===== src/hw/cabi_regs.vh =====
// constants for the cpu async bus interface
`ifndef CABI_REGS_VH
`define CABI_REGS_VH
`define CABI_ADDR_W         23
`define CABI_DATA_W         16
`define CABI_FC_UDATA       3'h1
`define CABI_FC_UPROG       3'h2
`define CABI_FC_SDATA       3'h5
`define CABI_FC_SPROG       3'h6
`define CABI_FC_IACK        3'h7
`define CABI_E_PERIOD       4'h9
`define CABI_E_LOW_CYCLES   4'h6
`define CABI_E_HIGH_CYCLES  4'h4
`define CABI_IACK_UPPER     20'hF_FFFF
`define CABI_RST_PULSE_CYC  8'h7C
`endif


===== src/hw/cabi_bus_master.v =====
// bus master side of the cpu async bus interface
// Function
// word address out, iack level, upper ones
// iack vector returns on low data byte
// address strobe only with valid address
// read high, write low direction line
// byte strobes select valid data lanes
// byte write duplicated on both lanes
// ack latches read data, ends cycle
// other masters request on shared line
// grant out, release after current cycle
// grant ack only after four conditions
// three level inputs, seven highest
// bus fault with halt: retry or exception
// external reset inits; reset op drives out
// halt plus reset resets whole system
// external halt stops after cycle, floats
// device drives halt when stopped
// enable period ten, six low four high
// sync select syncs to enable; autovector
// sync valid only after sync select
// cycle type code valid with strobe
// only five defined cycle type codes
// byte select zero upper, one lower
// hold cycle until ack or fault
`include "cabi_regs.vh"
module cabi_bus_master (
  input  wire        ref_clk,
  input  wire        arst_n,
  input  wire        req_valid,
  input  wire        req_write,
  input  wire        req_byte,
  input  wire        req_iack,
  input  wire        req_super,
  input  wire        req_program,
  input  wire [23:0] req_addr,
  input  wire [15:0] req_wdata,
  input  wire        req_reset_ext,
  input  wire        req_stop,
  output reg         req_ready,
  output reg         rsp_valid,
  output reg  [15:0] rsp_rdata,
  output reg         rsp_fault,
  output reg         rsp_autovec,
  output reg  [2:0]  irq_level,
  output reg         reset_seen,
  output reg  [22:0] addr_out,
  output reg         addr_oe_n,
  input  wire [15:0] data_in,
  output reg  [15:0] data_out,
  output reg         data_oe_n,
  output reg         addr_strobe_n,
  output reg         read_write,
  output reg         upper_byte_strobe_n,
  output reg         lower_byte_strobe_n,
  output reg         ctrl_oe_n,
  input  wire        xfer_ack_n,
  input  wire        bus_req_n,
  output reg         bus_grant_n,
  input  wire        grant_ack_n,
  input  wire [2:0]  irq_level_n,
  input  wire        bus_fault_n,
  input  wire        reset_in_n,
  output reg         reset_out,
  output reg         reset_oe_n,
  input  wire        halt_in_n,
  output reg         halt_out,
  output reg         halt_oe_n,
  output reg         periph_enable,
  input  wire        sync_periph_sel_n,
  output reg         sync_addr_valid_n,
  output reg  [2:0]  cycle_type_code
);
  localparam ST_IDLE  = 3'h0;
  localparam ST_ADDR  = 3'h1;
  localparam ST_WAIT  = 3'h2;
  localparam ST_SYNC  = 3'h3;
  localparam ST_END   = 3'h4;
  localparam ST_GRANT = 3'h5;
  localparam ST_HALT  = 3'h6;
  localparam ST_STOP  = 3'h7;

  wire       e_int;
  wire [3:0] e_phase;
  reg  [2:0] state_q;
  reg  [7:0] rst_cnt_q;
  reg        retry_q;
  reg        rmw_wr_q;
  reg        byte_q;
  reg        lane_q;
  // fault is kept here, so a pulse that ends before the reply still counts
  reg        fault_q;

  cabi_enable_gen u_enable (
    .ref_clk       (ref_clk),
    .arst_n        (arst_n),
    .periph_enable (e_int),
    .phase         (e_phase)
  );

  // only the five defined codes can come out
  function [2:0] fc_code;
    input iack;
    input sup;
    input prog;
    begin
      if (iack) begin
        fc_code = `CABI_FC_IACK;
      end else if (sup) begin
        fc_code = prog ? `CABI_FC_SPROG : `CABI_FC_SDATA;
      end else begin
        fc_code = prog ? `CABI_FC_UPROG : `CABI_FC_UDATA;
      end
    end
  endfunction

  wire ext_halt = !halt_in_n && halt_oe_n;
  wire ext_rst  = !reset_in_n && reset_oe_n;
  wire acked    = !xfer_ack_n;
  wire faulted  = !bus_fault_n;

  always @(posedge ref_clk or negedge arst_n) begin
    if (!arst_n) begin
      state_q             <= ST_IDLE;
      rst_cnt_q           <= 8'h00;
      retry_q             <= 1'b0;
      rmw_wr_q            <= 1'b0;
      fault_q             <= 1'b0;
      req_ready           <= 1'b0;
      rsp_valid           <= 1'b0;
      rsp_rdata           <= 16'h0000;
      rsp_fault           <= 1'b0;
      rsp_autovec         <= 1'b0;
      irq_level           <= 3'h0;
      reset_seen          <= 1'b0;
      addr_out            <= 23'h00_0000;
      addr_oe_n           <= 1'b1;
      data_out            <= 16'h0000;
      data_oe_n           <= 1'b1;
      addr_strobe_n       <= 1'b1;
      read_write          <= 1'b1;
      upper_byte_strobe_n <= 1'b1;
      lower_byte_strobe_n <= 1'b1;
      ctrl_oe_n           <= 1'b1;
      bus_grant_n         <= 1'b1;
      reset_out           <= 1'b0;
      reset_oe_n          <= 1'b1;
      halt_out            <= 1'b0;
      halt_oe_n           <= 1'b1;
      periph_enable       <= 1'b0;
      sync_addr_valid_n   <= 1'b1;
      cycle_type_code     <= 3'h0;
    end else begin
      periph_enable <= e_int;
      irq_level     <= ~irq_level_n;
      rsp_valid     <= 1'b0;
      req_ready     <= 1'b0;
      reset_seen    <= ext_rst; // see R13
      // reset operation drives the line for a fixed pulse, internal state kept
      if (rst_cnt_q != 8'h00) begin
        rst_cnt_q <= rst_cnt_q - 8'h01;
      end else if (req_reset_ext) begin
        rst_cnt_q <= `CABI_RST_PULSE_CYC;
      end
      reset_out  <= 1'b0;
      reset_oe_n <= !(rst_cnt_q != 8'h00 || (req_reset_ext && rst_cnt_q == 8'h00));
      if (ext_rst) begin
        state_q             <= ST_IDLE;
        addr_strobe_n       <= 1'b1;
        upper_byte_strobe_n <= 1'b1;
        lower_byte_strobe_n <= 1'b1;
        ctrl_oe_n           <= 1'b1;
        addr_oe_n           <= 1'b1;
        data_oe_n           <= 1'b1;
        sync_addr_valid_n   <= 1'b1;
        halt_oe_n           <= 1'b1;
        bus_grant_n         <= 1'b1;
      end else begin
        case (state_q)
          ST_IDLE: begin
            if (!bus_req_n || !grant_ack_n) begin
              bus_grant_n <= bus_req_n;
              state_q     <= ST_GRANT;
            end else if (ext_halt) begin
              ctrl_oe_n <= 1'b1;
              addr_oe_n <= 1'b1;
              data_oe_n <= 1'b1;
              state_q   <= ST_HALT;
            end else if (req_stop) begin
              state_q <= ST_STOP;
            end else if (req_valid) begin

              addr_out  <= req_iack ? {`CABI_IACK_UPPER, irq_level} : req_addr[23:1];
              addr_oe_n <= 1'b0;
              ctrl_oe_n <= 1'b0;
              read_write <= !req_write;
              cycle_type_code <= fc_code(req_iack, req_super, req_program);
              data_out <= req_byte ? {2{req_addr[0] ? req_wdata[7:0] : req_wdata[15:8]}}
                                   : req_wdata;
              rmw_wr_q <= req_write;
              rsp_autovec <= 1'b0;
              req_ready <= 1'b1;
              state_q   <= ST_ADDR;
            end
          end
          ST_ADDR: begin
            addr_strobe_n <= 1'b0;
            data_oe_n     <= !rmw_wr_q;
            // see R5
            // a word cycle asserts both strobes, a byte cycle only its lane
            upper_byte_strobe_n <= byte_q && lane_q;
            lower_byte_strobe_n <= byte_q && !lane_q;
            state_q <= ST_WAIT;
          end
          ST_WAIT: begin
            if (!sync_periph_sel_n) begin
              state_q <= ST_SYNC;
            end else if (faulted) begin
              retry_q <= ext_halt;
              fault_q <= 1'b1;
              state_q <= ST_END;
            end else if (acked) begin
              rsp_rdata <= read_write ? data_in : rsp_rdata;
              retry_q   <= 1'b0;
              fault_q   <= 1'b0;
              state_q   <= ST_END;
            end
          end
          ST_SYNC: begin
            // wait for enable phase 2, inside the enable low phase, before valid
            if (e_phase == 4'h2) begin
              sync_addr_valid_n <= 1'b0;
            end
            if (!sync_addr_valid_n && e_phase == `CABI_E_PERIOD) begin
              rsp_autovec <= (cycle_type_code == `CABI_FC_IACK);
              rsp_rdata   <= read_write ? data_in : rsp_rdata;
              fault_q     <= 1'b0;
              state_q     <= ST_END;
            end else if (faulted) begin
              retry_q <= ext_halt;
              fault_q <= 1'b1;
              state_q <= ST_END;
            end
          end
          ST_END: begin
            addr_strobe_n       <= 1'b1;
            upper_byte_strobe_n <= 1'b1;
            lower_byte_strobe_n <= 1'b1;
            sync_addr_valid_n   <= 1'b1;
            data_oe_n           <= 1'b1;
            if (retry_q) begin
              // float the bus while halted; retry re-drives it afterwards
              ctrl_oe_n <= 1'b1;
              addr_oe_n <= 1'b1;
              state_q   <= ST_HALT;
            end else begin
              rsp_valid <= 1'b1;
              rsp_fault <= fault_q;
              state_q   <= ST_IDLE;
            end
          end
          ST_GRANT: begin
            ctrl_oe_n <= 1'b1;
            addr_oe_n <= 1'b1;
            if (!grant_ack_n) begin
              bus_grant_n <= 1'b1;
            end else if (bus_req_n) begin
              bus_grant_n <= 1'b1;
              state_q     <= ST_IDLE;
            end
          end
          ST_HALT: begin
            if (!ext_halt) begin
              state_q <= retry_q ? ST_ADDR : ST_IDLE;
              ctrl_oe_n <= !retry_q;
              addr_oe_n <= !retry_q;
              retry_q   <= 1'b0;
            end
          end
          ST_STOP: begin
            halt_oe_n <= 1'b0;
            halt_out  <= 1'b0;
          end
          default: begin
            state_q <= ST_IDLE;
          end
        endcase
      end
    end
  end

  // byte size and lane kept from the accepted request, so a retried
  // cycle after halt asserts the same strobes again
  always @(posedge ref_clk or negedge arst_n) begin
    if (!arst_n) begin
      byte_q <= 1'b0;
      lane_q <= 1'b0;
    end else if (state_q == ST_IDLE && req_valid) begin
      byte_q <= req_byte;
      lane_q <= req_addr[0];
    end
  end
endmodule


===== src/hw/cabi_enable_gen.v =====
// free-running peripheral enable generator
`include "cabi_regs.vh"
module cabi_enable_gen (
  input  wire       ref_clk,
  input  wire       arst_n,
  output reg        periph_enable,
  output reg  [3:0] phase
);
  // six low then four high per ten clocks
  always @(posedge ref_clk or negedge arst_n) begin
    if (!arst_n) begin
      phase         <= 4'h0;
      periph_enable <= 1'b0;
    end else begin
      if (phase == `CABI_E_PERIOD) begin
        phase <= 4'h0;
      end else begin
        phase <= phase + 4'h1;
      end

      periph_enable <= (phase >= (`CABI_E_LOW_CYCLES - 4'h1)) && (phase != `CABI_E_PERIOD);
    end
  end
endmodule


===== config.mk =====
export PLATFORM = sky130hd
export DESIGN_NAME = cabi_bus_master
export DESIGN_NICKNAME = d
export VERILOG_FILES = /design/src/hw/cabi_bus_master.v /design/src/hw/cabi_enable_gen.v
export VERILOG_INCLUDE_DIRS = /design/src /design/src/hw
export SDC_FILE = /design/constraint.sdc
export NUM_CORES = 1
export LEC_CHECK = 0
export CORE_ASPECT_RATIO = 1.5
export CORE_MARGIN = 2
export CORE_UTILIZATION = 40
export CTS_CLUSTER_DIAMETER = 100
export DETAILED_ROUTE_END_ITERATION = 7
export DONT_BUFFER_PORTS = 1
export GPL_TIMING_DRIVEN = 0
export MAX_ROUTING_LAYER = met4
export PLACE_DENSITY = 0.64
export SYNTH_ARGS = -nofsm -noshare
export SYNTH_HDL_FRONTEND = slang
export SYNTH_SLANG_ARGS = --single-unit

===== constraint.sdc =====
create_clock -name ref_clk -period 2.2 [get_ports ref_clk]
set_clock_uncertainty 0.05 [all_clocks]
set_input_delay 0.33 -clock ref_clk [delete_from_list [all_inputs] [get_ports ref_clk]]
set_output_delay 0.33 -clock ref_clk [all_outputs]
set_load 0.02 [all_outputs]

==> impl_metrics.py, run 1 <==
metrics = {
    "outcome": {
        "status": "finished with violations",
        "violations": "hold timing",
    },
    "drt": {
        "drt.antenna.violating_nets": 0,
        "drc": 0,
        "detail_route.vias_per_cell": 5.56,
        "first_iter_violations": 134,
        "route.detailed.wl_per_inst_um": 18.4,
        "routed-via-count": 3452,
        "drt_pass1_iterations": 4,
        "routed_wl_um": 11400,
    },
    "floorplan": {
        "design.portCount": 156,
        "core-area_mm2": 0.0111,
        "dieWidth_um": 91.4,
        "initial_utilization": 0.413,
        "placement_rows": 47,
        "die_h_um": 135,
        "die-area_mm2": 0.0124,
    },
    "sta": {
        "fin_crit_ns": 2.10,
        "postLayoutSetupSlackWorst_ns": 0.101,
        "setup_viol_count_final": 0,
        "final.hold.worst_slack_ns": -0.380,
        "grt_setup_unrepaired": "true",
        "slew_headroom": 0.590,
        "achievable_frequency_mhz": 476,
        "timing.final.max_slew_violations": 0,
        "timing_worst_slew_pin_value_ns": 0.616,
        "final_hold_viol_count": 98,
        "min_period_over_period": 0.954,
        "timing.setup.tns_ns": 0,
    },
    "synth": {
        "yosysWarnings": 0,
        "synth-edff-count": 0,
        "synthDistinctLibCells": 60,
        "synth-seq-area-share": 0.538,
        "asyncSetResetFlopFracSynth": 1.00,
        "synth_top_area_cell": "sky130_fd_sc_hd__dfrtp_1",
        "ys_top_cells_by_area": "sky130_fd_sc_hd__dfrtp_1 (48%), sky130_fd_sc_hd__dfstp_2 (5.7%), sky130_fd_sc_hd__mux2i_1 (5.0%), sky130_fd_sc_hd__nor2_1 (4.7%), sky130_fd_sc_hd__nand2_1 (3.4%)",
        "syn-cell-area_mm2": 0.00459,
        "synth_top_area_share": 0.480,
        "ys_seq_elements": 98,
        "netlist_instances": 451,
        "synth_top_flop_cell": "sky130_fd_sc_hd__dfrtp_1",
        "syn-mean-instance-area_um2": 10.2,
    },
    "global_route": {
        "grt_remaining_overflow": 0,
        "grt_max_degree": 99,
        "initial_antenna_violation_count": 0,
        "first_global_vias": 3571,
        "grt_first_pass_wirelength_um": 18100,
        "grt_util_all_layers": 0.192,
    },
    "cts": {
        "root_buffer": "sky130_fd_sc_hd__clkbuf_16",
        "tritoncts.num_buffers": 9,
        "clkLatencyLatePin_ns": 0.34,
        "holdBufCountCts": 4,
        "cts.reportedPaths.clkPinSlew_ns": 0.08,
        "ctsHtreeMaxLevel": 3,
        "tritoncts": "done",
        "clk_path_buf_depth": 2,
        "clock-sinks": 98,
    },
    "job": {
        "drv_cap": 0,
    },
    "placement": {
        "place.port_buffers": 0,
        "detailedPlace.worstSlack_ns": -0.215,
        "gp_routability_congestion": 0.937,
        "detailed_place_hpwl_um": 8370,
    },
    "worst_setup_path": {
        "worstSetupStartpointType": "register",
        "critPathCaptureType": "register",
        "critical_path_class": "reg2reg",
        "crit_arrival_ns": 2.32,
        "crit_family": "simple AND/OR/NAND/NOR gates",
        "cp_max_fo": 10,
        "max_stage_delay_ns": 0.49,
        "cp.buffers_inverters": 2,
        "timing.critical_path.required_ns": 2.42,
        "cpMaxStageDelayCell": "sky130_fd_sc_hd__or4_1",
        "worstPathCellList": "buf_2, clkinv_1, nor2_2, a21oi_1, or4_1, o21a_1",
    },
    "layout": {
        "diodes": 0,
        "area_growth_syn_to_layout_pct": 11.9,
        "final_net_count": 547,
        "seqCellArea_mm2": 0.00246,
        "number_of_filler_cells_placed_in_the_layout": 1049,
        "multi_input_area_mm2": 0.00188,
        "drive_gt1_frac": 0.137,
    },
    "pwr": {
        "power_leakage_nw": 2.30,
        "worst_ir_drop_vdd_v": 0.000569,
        "power_frac_clock": 0.198,
        "power_report.internal_total_mw": 4.29,
        "share_comb_of_total_power": 0.274,
        "sw_frac_of_total": 0.422,
        "power-per-cell-area_mw_per_mm2": 1450,
        "p_sw_mw": 3.13,
        "sequentialPowerShare": 0.528,
    },
    "worst_hold_path": {
        "worstHoldPathType": "in2async",
    },
}
[what timing repair did]
item,in CTS,in global routing
endpoints found under the setup margin,34,4
setup buffers,2,0
endpoints found under the hold margin,102,98
pin swaps,1,0
resized for setup,3,5
[cells in the mapped netlist (4+ instances only)]
cell and instances:
sky130_fd_sc_hd__dfrtp_1 88, sky130_fd_sc_hd__nor2_1 57, sky130_fd_sc_hd__nand2_1 42, sky130_fd_sc_hd__nor3_1 30, sky130_fd_sc_hd__o21ai_0 30, sky130_fd_sc_hd__mux2i_1 23, sky130_fd_sc_hd__inv_1 21, sky130_fd_sc_hd__a21oi_1 16
sky130_fd_sc_hd__mux2_2 11, sky130_fd_sc_hd__dfstp_2 10, sky130_fd_sc_hd__mux2_1 10, sky130_fd_sc_hd__o21ai_1 9, sky130_fd_sc_hd__buf_6 8, sky130_fd_sc_hd__nand2b_1 8, sky130_fd_sc_hd__clkbuf_1 6, sky130_fd_sc_hd__buf_2 5
sky130_fd_sc_hd__or4_1 5, sky130_fd_sc_hd__buf_1 4, sky130_fd_sc_hd__o22ai_1 4
[path summary, 6_finish.rpt]
| kind | from | end | slack [ns] | depth (start not counted) |
|---|---|---|---|---|
| worst max-delay path | state_q[2] | ctrl_oe_n | 0.10 | 6 |
| worst min-delay path | arst_n | data_out[3] | -0.38 | 0 |
| worst max register to register | state_q[2] | ctrl_oe_n | 0.10 | 6 |
| worst min register to register | u_enable.periph_enable | periph_enable | 0.31 | 0 |
| max in group asynchronous | arst_n | sync_addr_valid_n | 2.26 | 0 |
| min in group ref_clk | grant_ack_n | bus_grant_n | 0.01 | 1 |
[cells in the final DEF, fill, tap and decap left out, types with 3 or more instances in the layout]
cell type	instances
sky130_fd_sc_hd__dfstp_2	10
sky130_fd_sc_hd__inv_1	21
sky130_fd_sc_hd__nor4b_1	3
sky130_fd_sc_hd__or4_1	5
sky130_fd_sc_hd__mux2_2	11
sky130_fd_sc_hd__nor3_2	3
sky130_fd_sc_hd__nand2b_1	7
sky130_fd_sc_hd__buf_1	4
sky130_fd_sc_hd__o21a_1	3
sky130_fd_sc_hd__buf_6	8
sky130_fd_sc_hd__mux2_1	10
sky130_fd_sc_hd__o21ai_1	9
sky130_fd_sc_hd__dfrtp_1	88
sky130_fd_sc_hd__nand2_1	42
sky130_fd_sc_hd__o211ai_1	3
sky130_fd_sc_hd__o22ai_1	4
sky130_fd_sc_hd__mux2i_1	23
sky130_fd_sc_hd__nor2_1	55
sky130_fd_sc_hd__a21oi_1	16
sky130_fd_sc_hd__a31oi_1	3
sky130_fd_sc_hd__buf_2	4
sky130_fd_sc_hd__nor3_1	29
sky130_fd_sc_hd__clkbuf_1	9
sky130_fd_sc_hd__buf_4	5
sky130_fd_sc_hd__o21ai_0	30
sky130_fd_sc_hd__dlygate4sd3_1	4
sky130_fd_sc_hd__clkbuf_16	9
[routing by layer]
| layer | track usage | vias up | part of all wire |
|---|---|---|---|
| met5 | - | - | 0 |
| met3 | 0.0417 | 22 | 0.058 |
| met4 | 0.0909 | 0 | 0.031 |
| met2 | 0.325 | 140 | 0.52 |
| li1 | - | 1616 | - |
| met1 | 0.215 | 1674 | 0.39 |
[kinds of logic after synthesis]
kind of cell,count (synthesis),synth area share
muxes,44,0.102
DFF,98,0.538
buffers and inverters,50,0.0589
AOI/OAI and AO/OA,91,0.122
xor gates and xnor gates,1,0.00191
other,1,0.000818
adders and majority gates,2,0.00546
and+or+nand+nor,164,0.172
[cell type report]
class | count | share of cell area
inverters | 24 | 0.0188
clock inverters | 4 | 0.00659
clock buffers | 12 | 0.0461
well taps | 147 | 0.0359
repair buffers | 6 | 0.0107
plain buffers | 26 | 0.0346
flip-flops and latches | 98 | 0.480
multi-input cells | 304 | 0.367
[metrics by stage]
stage / util / std cells / hold slack (ns) / power (mW) / instance area (um2)
after global routing: 0.462 / 621 / -0.391 / 7.90 / 5130
after detailed placement: 0.429 / 599 / -0.0140 / 5.95 / 4770
final: 0.462 / 621 / -0.380 / 7.42 / 5130
after global placement: 0.429 / 599 / -0.0135 / 5.87 / 4770
after CTS: 0.460 / 621 / -0.385 / 7.46 / 5110
after floorplan: - / 452 / -0.0156 / 5.37 / 4590
[state kept, by name (all words and copies together) (netlist names), 3 cells and up]
| signal | flops |
|---|---|
| irq_level | 3 |
| rsp_rdata | 16 |
| u_enable.phase | 4 |
| addr_out | 23 |
| data_out | 16 |
| cycle_type_code | 3 |
| state_q | 3 |
| rst_cnt_q | 8 |
[power groups by stage]
stage          Combinational, mW  Sequential, mW  Clock, mW
2_1_floorplan               1.62            3.75          0
3_3_place_gp                1.94            3.94          0
3_5_place_dp                1.99            3.96          0
4_1_cts                     2.02            3.94       1.51
5_1_grt                     2.30            4.01       1.59
6_report                    2.03            3.92       1.47
Power figures use the tool's default switching activity.
==> run 2: changes to the inputs <==
--- a/config.mk
+++ b/config.mk
@@ -6,15 +6,18 @@
 export SDC_FILE = /design/constraint.sdc
 export NUM_CORES = 1
 export LEC_CHECK = 0
+export CELL_PAD_IN_SITES_DETAIL_PLACEMENT = 0
+export CELL_PAD_IN_SITES_GLOBAL_PLACEMENT = 2
 export CORE_ASPECT_RATIO = 1.5
 export CORE_MARGIN = 2
-export CORE_UTILIZATION = 40
+export CORE_UTILIZATION = 38
 export CTS_CLUSTER_DIAMETER = 100
 export DETAILED_ROUTE_END_ITERATION = 7
 export DONT_BUFFER_PORTS = 1
 export GPL_TIMING_DRIVEN = 0
 export MAX_ROUTING_LAYER = met4
-export PLACE_DENSITY = 0.64
+export PLACE_DENSITY = 0.89
 export SYNTH_ARGS = -nofsm -noshare
 export SYNTH_HDL_FRONTEND = slang
+export SYNTH_HIERARCHICAL = 1
 export SYNTH_SLANG_ARGS = --single-unit
==> run 2 against run 1 <==
  * The flow still finishes with violations (hold timing)
  * Global-route usage fell by 0.58 points
  * Synthesized cell count grew 0.22%
  * Final cell count is 2.1% higher
  * Die area up 6.3%
  * Sequential power shrank 13%
  * Via count fell by 1.2%
  * Flip-flop and latch count stayed put
  * First-iteration DRC count shrank 15%
  * Sequential share of layout area is 1.2 points lower
  * Power shrank 11%
  * Non-clock buffer count increased by 5
  * Area after synthesis is 1.2% higher
  * Largest power group unchanged
==> impl_metrics.py, run 2 <==
metrics = {
    "pwr": {
        "p_sw_mw": 2.55,
        "worst_ir_drop_vdd_v": 0.000551,
        "sw_frac_of_total": 0.387,
        "power_leakage_nw": 2.44,
        "power_report.internal_total_mw": 4.03,
        "power_frac_clock": 0.246,
        "share_comb_of_total_power": 0.232,
        "power-per-cell-area_mw_per_mm2": 1250,
        "sequentialPowerShare": 0.522,
    },
    "cts": {
        "tritoncts.num_buffers": 9,
        "ctsHtreeMaxLevel": 3,
        "cts.reportedPaths.clkPinSlew_ns": 0.07,
        "tritoncts": "done",
        "clk_path_buf_depth": 2,
        "holdBufCountCts": 4,
        "clock-sinks": 98,
        "root_buffer": "sky130_fd_sc_hd__clkbuf_16",
        "clkLatencyLatePin_ns": 0.33,
    },
    "placement": {
        "place.port_buffers": 0,
        "instance_count_after_placement_with_tap_cells_included": 606,
        "detailed_place_hpwl_um": 8490,
        "detailed_place.area_mm2": 0.00484,
        "gp_routability_congestion": 0.902,
    },
    "worst_setup_path": {
        "cp.buffers_inverters": 1,
        "worstPathCellList": "nand2b_1, nor3_4, nand2_1, a21oi_4, buf_4, mux2_2",
        "critPathCaptureType": "register",
        "cp_max_fo": 9,
        "cpMaxStageDelayCell": "sky130_fd_sc_hd__dfrtp_1",
        "critical_path.reg2reg.endpoint": "rsp_rdata[8]",
        "rr_worst_depth": 6,
        "crit_family": "simple AND/OR/NAND/NOR gates",
        "timing.critical_path.required_ns": 2.37,
        "worstSetupStartpointType": "register",
        "critical_path_class": "reg2reg",
        "regToRegSetupSlack_ns": 0.12,
        "rr_startpoint": "u_enable/phase[2]",
        "crit_arrival_ns": 2.25,
        "max_stage_delay_ns": 0.47,
    },
    "layout": {
        "finalNonFillerCells": 634,
        "finish.instance_area_mm2": 0.00526,
        "top_register": "addr_out",
        "drive_gt1_frac": 0.192,
        "final_net_count": 553,
        "largest_registers": "addr_out: 23 flops, data_out: 16 flops, rsp_rdata: 16 flops",
        "final_core_utilization": 0.440,
        "multi_input_area_mm2": 0.00199,
        "seqCellArea_mm2": 0.00246,
        "final_common_cell": "sky130_fd_sc_hd__dfrtp_1",
        "largest_register_ff_count": 23,
        "most-common-layout-cells": "sky130_fd_sc_hd__dfrtp_1 (88), sky130_fd_sc_hd__nand2_1 (74), sky130_fd_sc_hd__o21ai_0 (41)",
        "number_of_filler_cells_placed_in_the_layout": 1163,
        "area_growth_syn_to_layout_pct": 13.3,
    },
    "floorplan": {
        "die-area_mm2": 0.0131,
        "placement_rows": 49,
        "design.portCount": 156,
        "core-area_mm2": 0.0120,
        "dieWidth_um": 94.2,
        "die_h_um": 139,
        "initial_utilization": 0.388,
    },
    "sta": {
        "final_hold_viol_count": 98,
        "timing.setup.tns_ns": 0,
        "timing_worst_slew_pin_value_ns": 0.704,
        "fin_crit_ns": 2.08,
        "setup_viol_count_final": 0,
        "min_period_over_period": 0.947,
        "final.hold.worst_slack_ns": -0.365,
        "achievable_frequency_mhz": 480,
        "slew_headroom": 0.530,
        "grt_setup_unrepaired": "false",
        "timing.final.max_slew_violations": 0,
    },
    "global_route": {
        "globalRouteMet1Util": 0.214,
        "global_route.usage.met3": 0.0417,
        "first_global_vias": 3542,
        "initial_antenna_violation_count": 1,
        "grt_first_pass_wirelength_um": 18500,
        "grt_util_met2": 0.306,
        "grt_remaining_overflow": 0,
        "grt_max_degree": 99,
        "grt_util_all_layers": 0.186,
        "grt-busiest-layer": "met2",
    },
    "drt": {
        "first_iter_violations": 114,
        "drt.antenna.violating_nets": 0,
        "routed_wl_um": 11600,
        "drt_pass1_iterations": 4,
        "drc": 0,
        "detail_route.vias_per_cell": 5.38,
        "routed-via-count": 3411,
        "route.detailed.wl_per_inst_um": 18.3,
    },
    "synth": {
        "synth_top_area_share": 0.474,
        "syn-cell-area_mm2": 0.00464,
        "syn-mean-instance-area_um2": 10.3,
        "synth_top_area_cell": "sky130_fd_sc_hd__dfrtp_1",
        "ys_top_cells_by_area": "sky130_fd_sc_hd__dfrtp_1 (47%), sky130_fd_sc_hd__nand2_1 (6.0%), sky130_fd_sc_hd__dfstp_2 (5.7%), sky130_fd_sc_hd__mux2i_1 (5.0%), sky130_fd_sc_hd__o21ai_0 (4.4%)",
        "ys_seq_elements": 98,
        "yosysWarnings": 6,
        "netlist_instances": 452,
        "top_count_cell_post_synth": "sky130_fd_sc_hd__dfrtp_1",
        "synth-seq-area-share": 0.531,
        "synth.top_cells.by_count": "sky130_fd_sc_hd__dfrtp_1 (88), sky130_fd_sc_hd__nand2_1 (74), sky130_fd_sc_hd__o21ai_0 (41)",
        "synth_top_flop_cell": "sky130_fd_sc_hd__dfrtp_1",
        "asyncSetResetFlopFracSynth": 1.00,
        "synthDistinctLibCells": 66,
        "synth-edff-count": 0,
    },
    "outcome": {
        "status": "finished with violations",
        "violations": "hold timing",
    },
    "job": {
        "drv_cap": 0,
    },
    "worst_hold_path": {
        "worstHoldPathType": "in2async",
    },
}
run 2: layout make-up:
type / count / share of cell area
diodes: 1 / 0.000476
flip-flops and latches: 98 / 0.469
repair buffers: 11 / 0.0176
plain buffers: 26 / 0.0283
multi-input cells: 312 / 0.378
clock buffers: 11 / 0.0462
well taps: 153 / 0.0364
inverters: 17 / 0.0121
clock inverters: 5 / 0.0117
run 2: through the flow:
stage          power (mW)  setup WS [ns]
5_1_grt              6.96         0.0163
3_5_place_dp         4.96        -0.0617
4_1_cts              6.61        0.00826
3_3_place_gp         4.91      -0.000182
2_1_floorplan        4.52          0.357
6_report             6.57          0.117
run 2: routing by layer:
layer	vias to the layer above	routed length [um]
met5	-	0
met4	0	251
met1	1654	4550
li1	1608	-
met3	17	742
met2	132	6060
run 2: cells by family after synthesis:
kind of cell | count (synthesis) | share of synthesized area
buf+inv | 43 | 0.0439
flops | 98 | 0.531
compound gates | 107 | 0.141
mux | 42 | 0.104
xor+xnor | 2 | 0.00377
simple gates | 157 | 0.170
other cells | 1 | 0.000808
fa+ha+maj | 2 | 0.00539
run 2: what timing repair did:
action	CTS	global route
pin swaps	1	2
setup buffers	1	6
hold endpoints to repair	102	98
resized for setup	1	12
setup endpoints to repair	30	55
run 2: worst register-to-register path, cell delays in order (launching register included):
cell	delay, ns
sky130_fd_sc_hd__dfrtp_1	0.47
sky130_fd_sc_hd__nand2b_1	0.24
sky130_fd_sc_hd__nor3_4	0.25
sky130_fd_sc_hd__nand2_1	0.16
sky130_fd_sc_hd__a21oi_4	0.30
sky130_fd_sc_hd__buf_4	0.18
sky130_fd_sc_hd__mux2_2	0.32
run 2: power groups by stage:
stage	registers [mW]	logic, mW	clock network [mW]
2_1_floorplan	3.31	1.21	0
4_1_cts	3.44	1.50	1.67
3_5_place_dp	3.47	1.49	0
6_report	3.43	1.53	1.61
3_3_place_gp	3.46	1.45	0
5_1_grt	3.50	1.72	1.74
run 2: worst max-delay path by stage:
stage                                 start            to  slack [ns]  cells after the start
after detailed placement          halt_oe_n  data_out[10]       -0.06                      8
final                     u_enable/phase[2]  rsp_rdata[8]        0.12                      6
after global placement            halt_oe_n  addr_out[20]     -0.0002                      8
after floorplan           u_enable/phase[2]  rsp_rdata[0]        0.36                      6
after global routing      u_enable/phase[2]  rsp_rdata[8]        0.02                      6
after CTS                 u_enable/phase[2]  rsp_rdata[4]       0.008                      6
